File: config.mk
export PLATFORM = sky130hd
export DESIGN_NAME = uaf_serial_port
export DESIGN_NICKNAME = d
export VERILOG_FILES = /design/src/hdl/uaf_pkg.sv /design/src/hdl/uaf_serial_port.sv
export SDC_FILE = /design/constraint.sdc
export NUM_CORES = 1
export LEC_CHECK = 0
export ABC_AREA = 1
export BUFFER_PORTS_ARGS = -buffer_cell sky130_fd_sc_hd__buf_2
export CAP_MARGIN = 10
export CORE_ASPECT_RATIO = 1.1
export CORE_UTILIZATION = 40
export CTS_BUF_LIST = sky130_fd_sc_hd__clkbuf_8
export CTS_CLUSTER_DIAMETER = 80
export DETAILED_ROUTE_END_ITERATION = 16
export PLACE_DENSITY = 0.66
export SYNTH_ARGS = -nofsm -noshare
export SYNTH_HDL_FRONTEND = slang
export SYNTH_SLANG_ARGS = --single-unit
File: constraint.sdc
create_clock -name hclk -period 2.05 [get_ports hclk]
set_input_delay 0 -clock hclk [delete_from_list [all_inputs] [get_ports hclk]]
set_output_delay 0 -clock hclk [all_outputs]
set_load 0.005 [all_outputs]
File: src/hdl/uaf_pkg.sv
// constants, field positions and carrier types for the serial port with address filter
// assumes a single 250 MHz system clock standing in for the oscillator
// Functional notes
// mode 3 uses the 11-bit frame, rate is timer-1 overflow times 2^doubler/32
// any write to the serial buffer starts a transmission in every mode
// mode 0 reception starts whenever receive-done is 0 and receive enable is 1
// modes 1-3 with receive enable start a frame on a falling receive line
// two mode-select bits pick mode 0, 1, 2 or 3
// invalid stop bit sets frame error; only a software write clears it
// control bit 7 is frame error when frame-error-select is 1, else mode bit
// modes 2/3 with filter: receive-done only if ninth bit 1 and address matches
// mode 1 with filter: receive-done only if stop bit valid and address matches
// receive enable resets to 0 and blocks reception until software sets it
// modes 2/3 transmit the tx ninth bit control as ninth data bit
// modes 2/3 store the received ninth bit in the rx ninth bit position
// hardware sets transmit-done when a frame has been sent
// hardware sets receive-done when a frame is received, subject to the filter
// compared byte takes slave address bits where mask is 1, others don't-care
// address filtering acts in modes 1, 2, 3 and never in mode 0
// slave address and slave address mask are software readable and writable
// buffer address: writes load transmitter, reads return receive register
// mode 0 shifts 8 bits lsb first with shift clock, osc/12 or osc/2
// mode 1 frame is start 0, 8 data, stop 1; stop bit stored as rx ninth bit
// mode 2 rate is osc/64, or osc/32 with the baud doubler set
// async receiver oversamples 16x, majority of centre samples, checks start bit
// hardware never clears done flags; pending receive-done blocks mode 0 receive
// broadcast address is slave address OR mask, zero bits don't-care
package uaf_pkg;

    // register byte addresses
    localparam logic [7:0] ADDR_CTRL  = 8'h00;
    localparam logic [7:0] ADDR_BUF   = 8'h04;
    localparam logic [7:0] ADDR_SLAVE_ADDRESS = 8'h08;
    localparam logic [7:0] ADDR_SLAVE_ADDRESS_MASK = 8'h0C;
    localparam logic [7:0] ADDR_PWR   = 8'h10;
    localparam logic [7:0] ADDR_AUX   = 8'h14;

    // serial_control fields
    localparam int CTL_MODE_HI = 7;
    localparam int CTL_MODE_LO = 6;
    localparam int CTL_FILT    = 5;
    localparam int CTL_REN     = 4;
    localparam int CTL_TB8     = 3;
    localparam int CTL_RB8     = 2;
    localparam int CTL_TI      = 1;
    localparam int CTL_RI      = 0;
    // power_control_reg and auxiliary_control_reg fields
    localparam int PWR_DOUBLER = 7;
    localparam int PWR_FES     = 6;
    localparam int AUX_M0SPEED = 5;

    localparam logic [7:0] REG_RESET = 8'h00;

    // mode 0 bit period in clocks and last bit index of the byte
    localparam logic [3:0] M0_PERIOD_SLOW = 4'hC;
    localparam logic [3:0] M0_PERIOD_FAST = 4'h2;
    localparam logic [3:0] M0_BIT_LAST    = 4'h7;
    // mode 2 oversample tick divider: osc/64 bit = osc/4 tick, osc/32 bit = osc/2 tick
    localparam logic [1:0] M2_TICK_LAST_SLOW = 2'h3;
    localparam logic [1:0] M2_TICK_LAST_FAST = 2'h1;
    // 16x oversampling and centre sample points
    localparam logic [3:0] OVS_LAST = 4'hF;
    localparam logic [3:0] SAMPLE_A = 4'h7;
    localparam logic [3:0] SAMPLE_B = 4'h8;
    localparam logic [3:0] SAMPLE_C = 4'h9;
    // last bit index of each frame and data length, named by length in bits
    localparam logic [3:0] FRAME_LAST_10 = 4'h9;
    localparam logic [3:0] FRAME_LAST_11 = 4'hA;
    localparam logic [3:0] DATA_LAST_8   = 4'h7;
    localparam logic [3:0] DATA_LAST_9   = 4'h8;

    typedef enum logic [1:0] {
        UAF_MODE0 = 2'b00,
        UAF_MODE1 = 2'b01,
        UAF_MODE2 = 2'b10,
        UAF_MODE3 = 2'b11
    } uaf_mode_e;

    typedef enum logic [1:0] {
        RX_IDLE  = 2'b00,
        RX_START = 2'b01,
        RX_DATA  = 2'b10,
        RX_STOP  = 2'b11
    } uaf_rx_state_e;

    // captured ahb address phase
    typedef struct packed {
        logic       valid;
        logic       write;
        logic [7:0] addr;
    } uaf_bus_req_s;

endpackage : uaf_pkg

File: src/hdl/uaf_serial_port.sv
// serial port with frame error detection and automatic address recognition
// assumes an ahb-lite master on the register side and timer-1 overflow as a one-clock pulse
`timescale 1ns/1ps
module uaf_serial_port (
    input  wire logic        hclk,
    input  wire logic        hresetn,
    input  wire logic        hsel,
    input  wire logic [31:0] haddr,
    input  wire logic [1:0]  htrans,
    input  wire logic        hwrite,
    input  wire logic [2:0]  hsize,
    input  wire logic [31:0] hwdata,
    input  wire logic        hready,
    output logic             hreadyout,
    output logic             hresp,
    output logic [31:0]      hrdata,
    input  wire logic        timer1_overflow,
    input  wire logic        rxd_in,
    output logic             rxd_out,
    output logic             rxd_oe_n,
    output logic             txd_out
);
    import uaf_pkg::*;

    uaf_bus_req_s  dphase;
    uaf_rx_state_e rx_state;
    uaf_mode_e     mode;
    logic          mode_hi, mode_lo, filt_en, rx_en, tb8, rb8, ti, ri, fe;
    logic          doubler, fes, m0speed;
    logic [7:0]    slave_address, slave_address_mask, rx_buf;
    logic [7:0]    wbyte, rd_mux, ctrl_view;
    logic          wr_ctrl, wr_buf, wr_slave_address, wr_slave_address_mask, wr_pwr, wr_aux;
    logic          set_ti, set_ri, set_fe, set_rb8, rb8_val;
    logic [7:0]    rx_load;
    // oversample tick
    logic [1:0]    m2_cnt;
    logic [1:0]    m2_last;
    logic          t1_half, tick16;
    // async transmitter
    logic          tx_busy;
    logic [10:0]   tx_shift;
    logic [3:0]    tx_tick, tx_bit, tx_last;
    logic          tx_done_async;
    // mode 0 engine
    logic          m0_busy, m0_tx;
    logic [3:0]    m0_cnt, m0_bits, m0_period, m0_half;
    logic [7:0]    m0_shift;
    logic          m0_end, m0_done, start_m0_tx, start_m0_rx;
    // async receiver
    logic          rx_prev, bit_val, stop_ok, rx_fin, ninth, match, accept;
    logic [3:0]    rx_tick, rx_bit, rx_dlast;
    logic [1:0]    votes;
    logic [8:0]    rx_shift;
    logic [7:0]    rx_byte, bcast;

    assign mode  = uaf_mode_e'({mode_hi, mode_lo});
    assign wbyte = hwdata[7:0];

    // ahb-lite: zero wait states, always okay
    assign hreadyout = 1'b1;
    assign hresp     = 1'b0;

    // address phase capture; the master idles during data phases, so no overlap hazard
    always_ff @(posedge hclk or negedge hresetn) begin
        if (!hresetn) begin
            dphase <= '0;
        end else if (hready) begin
            dphase.valid <= hsel & htrans[1] & (haddr[31:8] == 24'h000000);
            dphase.write <= hwrite;
            dphase.addr  <= haddr[7:0];
        end
    end

    assign wr_ctrl  = dphase.valid & dphase.write & (dphase.addr == ADDR_CTRL);
    assign wr_buf   = dphase.valid & dphase.write & (dphase.addr == ADDR_BUF);
    assign wr_slave_address = dphase.valid & dphase.write & (dphase.addr == ADDR_SLAVE_ADDRESS);
    assign wr_slave_address_mask = dphase.valid & dphase.write & (dphase.addr == ADDR_SLAVE_ADDRESS_MASK);
    assign wr_pwr   = dphase.valid & dphase.write & (dphase.addr == ADDR_PWR);
    assign wr_aux   = dphase.valid & dphase.write & (dphase.addr == ADDR_AUX);

    // bit 7 shows the frame error flag or the high mode bit
    assign ctrl_view = {(fes ? fe : mode_hi), mode_lo, filt_en, rx_en, tb8, rb8, ti, ri};

    // read mux; unmapped addresses read zero
    always_comb begin
        rd_mux = 8'h00;
        case (haddr[7:0])
            ADDR_CTRL:  rd_mux = ctrl_view;
            ADDR_BUF:   rd_mux = rx_buf;
            ADDR_SLAVE_ADDRESS: rd_mux = slave_address;
            ADDR_SLAVE_ADDRESS_MASK: rd_mux = slave_address_mask;
            ADDR_PWR:   rd_mux = {doubler, fes, 6'h00};
            ADDR_AUX:   rd_mux = {2'h0, m0speed, 5'h00};
            default:    rd_mux = 8'h00;
        endcase
        if (haddr[31:8] != 24'h000000) begin
            rd_mux = 8'h00;
        end
    end

    // read data latched at the address phase, shown in the data phase
    always_ff @(posedge hclk or negedge hresetn) begin
        if (!hresetn) begin
            hrdata <= 32'h00000000;
        end else if (hready && hsel && htrans[1] && !hwrite) begin
            hrdata <= {24'h000000, rd_mux};
        end
    end

    // serial_control: hardware set wins over a software clear in the same cycle
    always_ff @(posedge hclk or negedge hresetn) begin
        if (!hresetn) begin
            mode_hi <= REG_RESET[CTL_MODE_HI];
            mode_lo <= REG_RESET[CTL_MODE_LO];
            filt_en <= REG_RESET[CTL_FILT];
            rx_en   <= REG_RESET[CTL_REN];
            tb8     <= REG_RESET[CTL_TB8];
            rb8     <= REG_RESET[CTL_RB8];
            ti      <= REG_RESET[CTL_TI];
            ri      <= REG_RESET[CTL_RI];
            fe      <= 1'b0;
        end else begin
            if (wr_ctrl) begin
                if (!fes) begin
                    mode_hi <= wbyte[CTL_MODE_HI];
                end
                mode_lo <= wbyte[CTL_MODE_LO];
                filt_en <= wbyte[CTL_FILT];
                rx_en   <= wbyte[CTL_REN];
                tb8     <= wbyte[CTL_TB8];
            end
            rb8 <= set_rb8 ? rb8_val : (wr_ctrl ? wbyte[CTL_RB8] : rb8);
            ti  <= (wr_ctrl ? wbyte[CTL_TI] : ti) | set_ti;
            ri  <= (wr_ctrl ? wbyte[CTL_RI] : ri) | set_ri;
            fe  <= ((wr_ctrl && fes) ? wbyte[CTL_MODE_HI] : fe) | set_fe;
        end
    end

    // address filter, power and auxiliary registers
    always_ff @(posedge hclk or negedge hresetn) begin
        if (!hresetn) begin
            slave_address   <= REG_RESET;
            slave_address_mask   <= REG_RESET;
            doubler <= REG_RESET[PWR_DOUBLER];
            fes     <= REG_RESET[PWR_FES];
            m0speed <= REG_RESET[AUX_M0SPEED];
        end else begin
            if (wr_slave_address) begin
                slave_address <= wbyte;
            end
            if (wr_slave_address_mask) begin
                slave_address_mask <= wbyte;
            end
            if (wr_pwr) begin
                doubler <= wbyte[PWR_DOUBLER];
                fes     <= wbyte[PWR_FES];
            end
            if (wr_aux) begin
                m0speed <= wbyte[AUX_M0SPEED];
            end
        end
    end

    // 16x tick: mode 2 from the clock, modes 1/3 from timer-1 overflow halved unless doubled
    assign m2_last = doubler ? M2_TICK_LAST_FAST : M2_TICK_LAST_SLOW;
    always_ff @(posedge hclk or negedge hresetn) begin
        if (!hresetn) begin
            m2_cnt  <= 2'h0;
            t1_half <= 1'b0;
        end else begin
            m2_cnt <= (m2_cnt >= m2_last) ? 2'h0 : m2_cnt + 2'h1;
            if (timer1_overflow) begin
                t1_half <= ~t1_half;
            end
        end
    end
    assign tick16 = (mode == UAF_MODE2) ? (m2_cnt >= m2_last)
                                        : (timer1_overflow & (doubler | t1_half));

    // async transmitter; a buffer write restarts it even mid-frame
    assign tx_last = (mode == UAF_MODE1) ? FRAME_LAST_10 : FRAME_LAST_11;
    assign tx_done_async = tx_busy & tick16 & (tx_tick == OVS_LAST) & (tx_bit == tx_last);
    always_ff @(posedge hclk or negedge hresetn) begin
        if (!hresetn) begin
            tx_busy  <= 1'b0;
            tx_shift <= 11'h7FF;
            tx_tick  <= 4'h0;
            tx_bit   <= 4'h0;
        end else if (wr_buf && mode != UAF_MODE0) begin
            tx_busy  <= 1'b1;
            tx_shift <= {1'b1, ((mode == UAF_MODE1) ? 1'b1 : tb8), wbyte, 1'b0};
            tx_tick  <= 4'h0;
            tx_bit   <= 4'h0;
        end else if (tx_busy && tick16) begin
            tx_tick <= tx_tick + 4'h1;
            if (tx_tick == OVS_LAST) begin
                tx_shift <= {1'b1, tx_shift[10:1]};
                tx_bit   <= tx_bit + 4'h1;
                if (tx_bit == tx_last) begin
                    tx_busy <= 1'b0;
                end
            end
        end
    end

    // mode 0 shift engine: clock low in first half of a bit, data sampled before the rise
    assign m0_period   = m0speed ? M0_PERIOD_FAST : M0_PERIOD_SLOW;
    assign m0_half     = {1'b0, m0_period[3:1]};
    assign m0_end      = m0_busy & (m0_cnt == m0_period - 4'h1);
    assign m0_done     = m0_end & (m0_bits == M0_BIT_LAST);
    assign start_m0_tx = wr_buf & (mode == UAF_MODE0);
    assign start_m0_rx = (mode == UAF_MODE0) & ~m0_busy & rx_en & ~ri & ~wr_buf;
    always_ff @(posedge hclk or negedge hresetn) begin
        if (!hresetn) begin
            m0_busy  <= 1'b0;
            m0_tx    <= 1'b0;
            m0_cnt   <= 4'h0;
            m0_bits  <= 4'h0;
            m0_shift <= 8'h00;
        end else if (start_m0_tx) begin
            m0_busy  <= 1'b1;
            m0_tx    <= 1'b1;
            m0_cnt   <= 4'h0;
            m0_bits  <= 4'h0;
            m0_shift <= wbyte;
        end else if (start_m0_rx) begin
            m0_busy <= 1'b1;
            m0_tx   <= 1'b0;
            m0_cnt  <= 4'h0;
            m0_bits <= 4'h0;
        end else if (m0_busy) begin
            if (!m0_tx && m0_cnt == m0_half - 4'h1) begin
                m0_shift <= {rxd_in, m0_shift[7:1]};
            end
            if (m0_end) begin
                m0_cnt  <= 4'h0;
                m0_bits <= m0_bits + 4'h1;
                if (m0_tx) begin
                    m0_shift <= {1'b0, m0_shift[7:1]};
                end
                if (m0_done) begin
                    m0_busy <= 1'b0;
                end
            end else begin
                m0_cnt <= m0_cnt + 4'h1;
            end
        end
    end

    // pins: mode 0 borrows the receive pin for data and the transmit pin for the shift clock
    always_ff @(posedge hclk or negedge hresetn) begin
        if (!hresetn) begin
            txd_out  <= 1'b1;
            rxd_out  <= 1'b1;
            rxd_oe_n <= 1'b1;
        end else begin
            txd_out  <= (mode == UAF_MODE0) ? ~(m0_busy & (m0_cnt < m0_half) & ~m0_end & ~start_m0_tx
                                               & ~start_m0_rx | (m0_busy & m0_cnt < m0_half & ~m0_end))
                                            : (tx_busy ? tx_shift[0] : 1'b1);
            rxd_out  <= m0_shift[0];
            rxd_oe_n <= ~(m0_busy & m0_tx);
        end
    end

    // async receiver: falling edge arms it, majority of samples 7-9 decides each bit
    assign rx_dlast = (mode == UAF_MODE1) ? DATA_LAST_8 : DATA_LAST_9;
    assign bit_val  = votes[1];
    assign rx_fin   = (rx_state == RX_STOP) & tick16 & (rx_tick == OVS_LAST);
    always_ff @(posedge hclk or negedge hresetn) begin
        if (!hresetn) begin
            rx_state <= RX_IDLE;
            rx_prev  <= 1'b1;
            rx_tick  <= 4'h0;
            rx_bit   <= 4'h0;
            votes    <= 2'h0;
            rx_shift <= 9'h000;
        end else begin
            rx_prev <= rxd_in;
            case (rx_state)
                RX_IDLE: begin
                    if (mode != UAF_MODE0 && rx_en && rx_prev && !rxd_in) begin
                        rx_state <= RX_START;
                        rx_tick  <= 4'h0;
                        votes    <= 2'h0;
                    end
                end
                RX_START, RX_DATA, RX_STOP: begin
                    if (tick16) begin
                        rx_tick <= rx_tick + 4'h1;
                        if ((rx_tick == SAMPLE_A || rx_tick == SAMPLE_B || rx_tick == SAMPLE_C) && rxd_in) begin
                            votes <= votes + 2'h1;
                        end
                        if (rx_tick == OVS_LAST) begin
                            votes <= 2'h0;
                            if (rx_state == RX_START) begin
                                rx_state <= bit_val ? RX_IDLE : RX_DATA;
                                rx_bit   <= 4'h0;
                            end else if (rx_state == RX_DATA) begin
                                rx_shift <= {bit_val, rx_shift[8:1]};
                                rx_bit   <= rx_bit + 4'h1;
                                if (rx_bit == rx_dlast) begin
                                    rx_state <= RX_STOP;
                                end
                            end else begin
                                rx_state <= RX_IDLE;
                            end
                        end
                    end
                end
                default: rx_state <= RX_IDLE;
            endcase
        end
    end

    // frame completion and address recognition
    assign stop_ok = bit_val;
    assign rx_byte = (mode == UAF_MODE1) ? rx_shift[8:1] : rx_shift[7:0];
    assign ninth   = (mode == UAF_MODE1) ? stop_ok : rx_shift[8];
    assign bcast   = slave_address | slave_address_mask;
    assign match   = (((rx_byte ^ slave_address) & slave_address_mask) == 8'h00)
                   | ((rx_byte & bcast) == bcast);
    always_comb begin
        accept = 1'b1;
        if (filt_en) begin
            accept = (mode == UAF_MODE1) ? (stop_ok & match)
                                         : (ninth & match);
        end
    end

    // event merge from both engines
    assign set_ti  = tx_done_async | (m0_done & m0_tx);
    assign set_ri  = (rx_fin & accept) | (m0_done & ~m0_tx);
    assign set_fe  = rx_fin & ~stop_ok;
    assign set_rb8 = rx_fin & accept;
    assign rb8_val = ninth;
    assign rx_load = rx_fin ? rx_byte : m0_shift;

    // receive register, separate from the transmit path
    always_ff @(posedge hclk or negedge hresetn) begin
        if (!hresetn) begin
            rx_buf <= REG_RESET;
        end else if (set_ri) begin
            rx_buf <= rx_load;
        end
    end

endmodule : uaf_serial_port

==> summary.txt <==
Outcome
  – Outcome: completed

Synthesis
  – Post-Syn Area per Cell: about 8.0 µm²
  – Mapped cell area: ~6500 µm²
  – Cells after Synth: ~800
  – Synth Register Bits: roughly 120
  – Yosys cell types: 48
  – Yosys warning count: 0
  – Sequential area share after synthesis: between 40% and 50%

Placed design
  – DP Area: between 7000 and 8000 µm²
  – GPL Wtd Cong: just under 0.9
  – Count of buffers from port buffering: 58
  – Worst slack, placed: between 0.08 and 0.09 ns
  – DPL Wire Length: between 10000 and 15000 µm

Layout
  – Ant. Diodes: 0
  – Share of layout cells above drive strength 1: a little under a fifth
  – Final #Nets: approximately 1000
  – Final instance area: roughly 8000 µm²
  – Filler cells: around 1500
  – Most frequent cells in the layout: nand2_1, dfrtp_1, inv_1, o21ai_0, nand3_1
  – Commonest non-fill, non-tap cell in the layout: nand2_1
  – P&R area growth vs syn: 23.4%

Global routing
  – GR Overflow Total: 0
  – Vias in the first global route: around 5400
  – GR Util All Layers: a little over a fifth
  – Initial antenna violation count: 0
  – First-pass GRT wire length: ~27000 µm
  – Largest net degree at the start of global routing: 40

Worst setup path
  – Critical path class: register to register
  – Worst Path Max Fanout: 5
  – Critical path data required time: between 2 and 2.5 ns
  – CP arrival: 2.28 ns
  – CP endpoint kind: register
  – Critical Path Start Type: register
  – Flop2flop setup slack: 0.15 ns

Pwr
  – Worst VDD drop: between 0.6 and 0.7 mV
  – Power per cell area: just under 800 nW/µm²
  – LEAKAGE: 0.00395 µW
  – Total power: slightly above 6000 µW

Floorplan
  – DIE HEIGHT: roughly 140 µm
  – Core area: ~16000 µm²
  – Io pins: 113
  – Initial core utilization: between 40% and 50%
  – Die area: roughly 17000 µm²
  – Die Width: about 120 µm
  – FP Rows: between 40 and 50

Timing
  – Final Skew: roughly 0.011 ns
  – Max-slew violations: 0
  – Hold Vio Cnt, Final: 0
  – Worst hold slack: roughly 0.044 ns
  – Worst rel slew slack: between 60 and 70%
  – Final period util: a little over 90%
  – Final setup viols: 0
  – Tmin final: ~1.9 ns
  – Slew @ Worst Pin: 0.555 ns
  – Final worst slack: roughly 0.15 ns
  – Peak Freq: between 500 and 600 MHz

CTS
  – CTS tree: done
  – Clock Latency Late Sink: ~0.45 ns
  – CTS buffer count: 17
  – Clock Sink Count: between 100 and 150
  – CTS max path bufs: 2
  – Clk pin slew, worst setup/hold paths: ~0.07 ns
  – Root buffer cell: clkbuf_8
  – H-tree depth: 4

Drt
  – Detailed-route via count: around 5800
  – WL final: between 15000 and 20000 µm
  – Pre-Repair DR Iteration Count: 5
  – Wire per inst: around 14 µm
  – Post-route ant nets: 0
  – Drc violations: 0
  – Post-DR vias/cell: approximately 5
  – Drt first-iter violations: between 300 and 400

Flow run
  – Total of max-cap violations: 0

Hold path
  – Min-Delay Path Class: input pin to register
## final timing paths
path / from / depth (start not counted) / to
worst min register to register: m0_shift[0]$_DFFE_PN0P_ / 0 / rxd_out$_DFF_PN1_
worst max-delay path: doubler$_DFFE_PN0P_ / 11 / tx_bit[3]$_DFFE_PN0P_
min in group asynchronous: hresetn / 2 / dphase[0]$_DFFE_PN0P_
max in group asynchronous: hresetn / 3 / tx_shift[2]$_DFFE_PN1P_
worst min-delay path: htrans[1] / 3 / dphase[9]$_DFFE_PN0P_
worst max register to register: doubler$_DFFE_PN0P_ / 11 / tx_bit[3]$_DFFE_PN0P_
## cells by family (layout without fill, tap and decap cells)
group / Yosys count / after routing / share of synthesized area (%)
buffers and inverters: 143 / 268 / 10.5
AO/OA/AOI/OAI: 154 / 154 / 13.8
flip-flops: 119 / 119 / 46.3
other: 2 / 26 / 0.116
adder cells (fa/ha/maj): 17 / 17 / 3.29
XOR/XNOR: 8 / 8 / 1.08
AND/OR/NAND/NOR: 365 / 365 / 25.0
## cell usage after synthesis (all sizes together)
library cell | instances | area (µm²)
a2111oi | 1 | 8.76
a211oi | 8 | 60.1
a21o | 1 | 7.51
a21oi | 25 | 125
a221oi | 5 | 43.8
a22o | 1 | 8.76
a31oi | 2 | 12.5
a32o | 1 | 10.0
and2 | 2 | 12.5
and3 | 3 | 18.8
buf | 34 | 268
clkbuf | 5 | 18.8
conb | 2 | 7.51
dfrtp | 105 | 2630
dfstp | 14 | 368
ha | 17 | 213
inv | 104 | 393
nand2 | 189 | 754
nand3 | 69 | 350
nand4 | 9 | 56.3
nor2 | 62 | 238
nor3 | 24 | 141
nor4 | 6 | 37.5
o211ai | 3 | 22.5
o21a | 1 | 7.51
o21ai | 82 | 410
o21bai | 1 | 7.51
o221ai | 7 | 61.3
o22ai | 13 | 81.3
o311ai | 1 | 8.76
o31ai | 1 | 7.51
o32a | 1 | 10.0
or2 | 1 | 6.26
xnor2 | 1 | 8.76
xor2 | 7 | 61.3
## layer usage
layer / global-route usage (%) / vias to the layer above / part of all wire (%)
met1: 27.3 / 2739 / 45
met4: 6.43 / 0 / 1.7
met2: 35.5 / 170 / 48
met5: 0 / - / 0
met3: 5.09 / 20 / 5.7
li1: - / 2914 / -
## report_power, final
part	switching (µW)	leakage [µW]	internal, µW	total (µW)
Sequential	163	0.00133	2690	2850
Clock	926	0.000220	1260	2190
Combinational	699	0.00240	471	1170
## stage by stage
stage | instances | setup TNS [ns] | util, %
final | 1157 | 0 | 50.8
after global routing | 1157 | -0.00162 | 50.8
after CTS | 1152 | 0 | 50.1
after detailed placement | 1085 | 0 | 45.2
after global placement | 1085 | 0 | 45.2
after floorplan | 832 | 0 | -
## worst max-delay path, cell delays in order (launching register included)
cell	delay (ns)
dfrtp_1	0.40
ha_1	0.28
a21o_1	0.14
nand3_1	0.12
nand2_4	0.12
nand2_2	0.08
nor3_4	0.14
nand2_2	0.09
buf_4	0.16
o21ai_0	0.14
nand2_1	0.06
nor2_1	0.10
## timing repair
action,in CTS,in global routing
endpoints found under the hold margin,154,0
setup endpoints to repair,0,29
buffers inserted,0,5
hold buffers,35,0
resized for setup,0,20
## layout make-up
type	count	area, µm²	share of cell area (%)
clock inverters	9	98.8	1.24
multi-input cells	570	2950	37.0
inverters	104	398	4.98
well taps	200	250	3.13
flip-flops and latches	119	3000	37.5
repair buffers	132	977	12.2
clock buffers	23	317	3.96
## state kept, by name (all words and copies together), names as in the netlist, 8 cells and up
register            flops
tx_shift               10
dphase                 10
rx_shift                9
slave_address           8
slave_address_mask      8
m0_shift                8
hrdata                  8
rx_buf                  8
No activity file was read; power rests on OpenSTA's default activity.
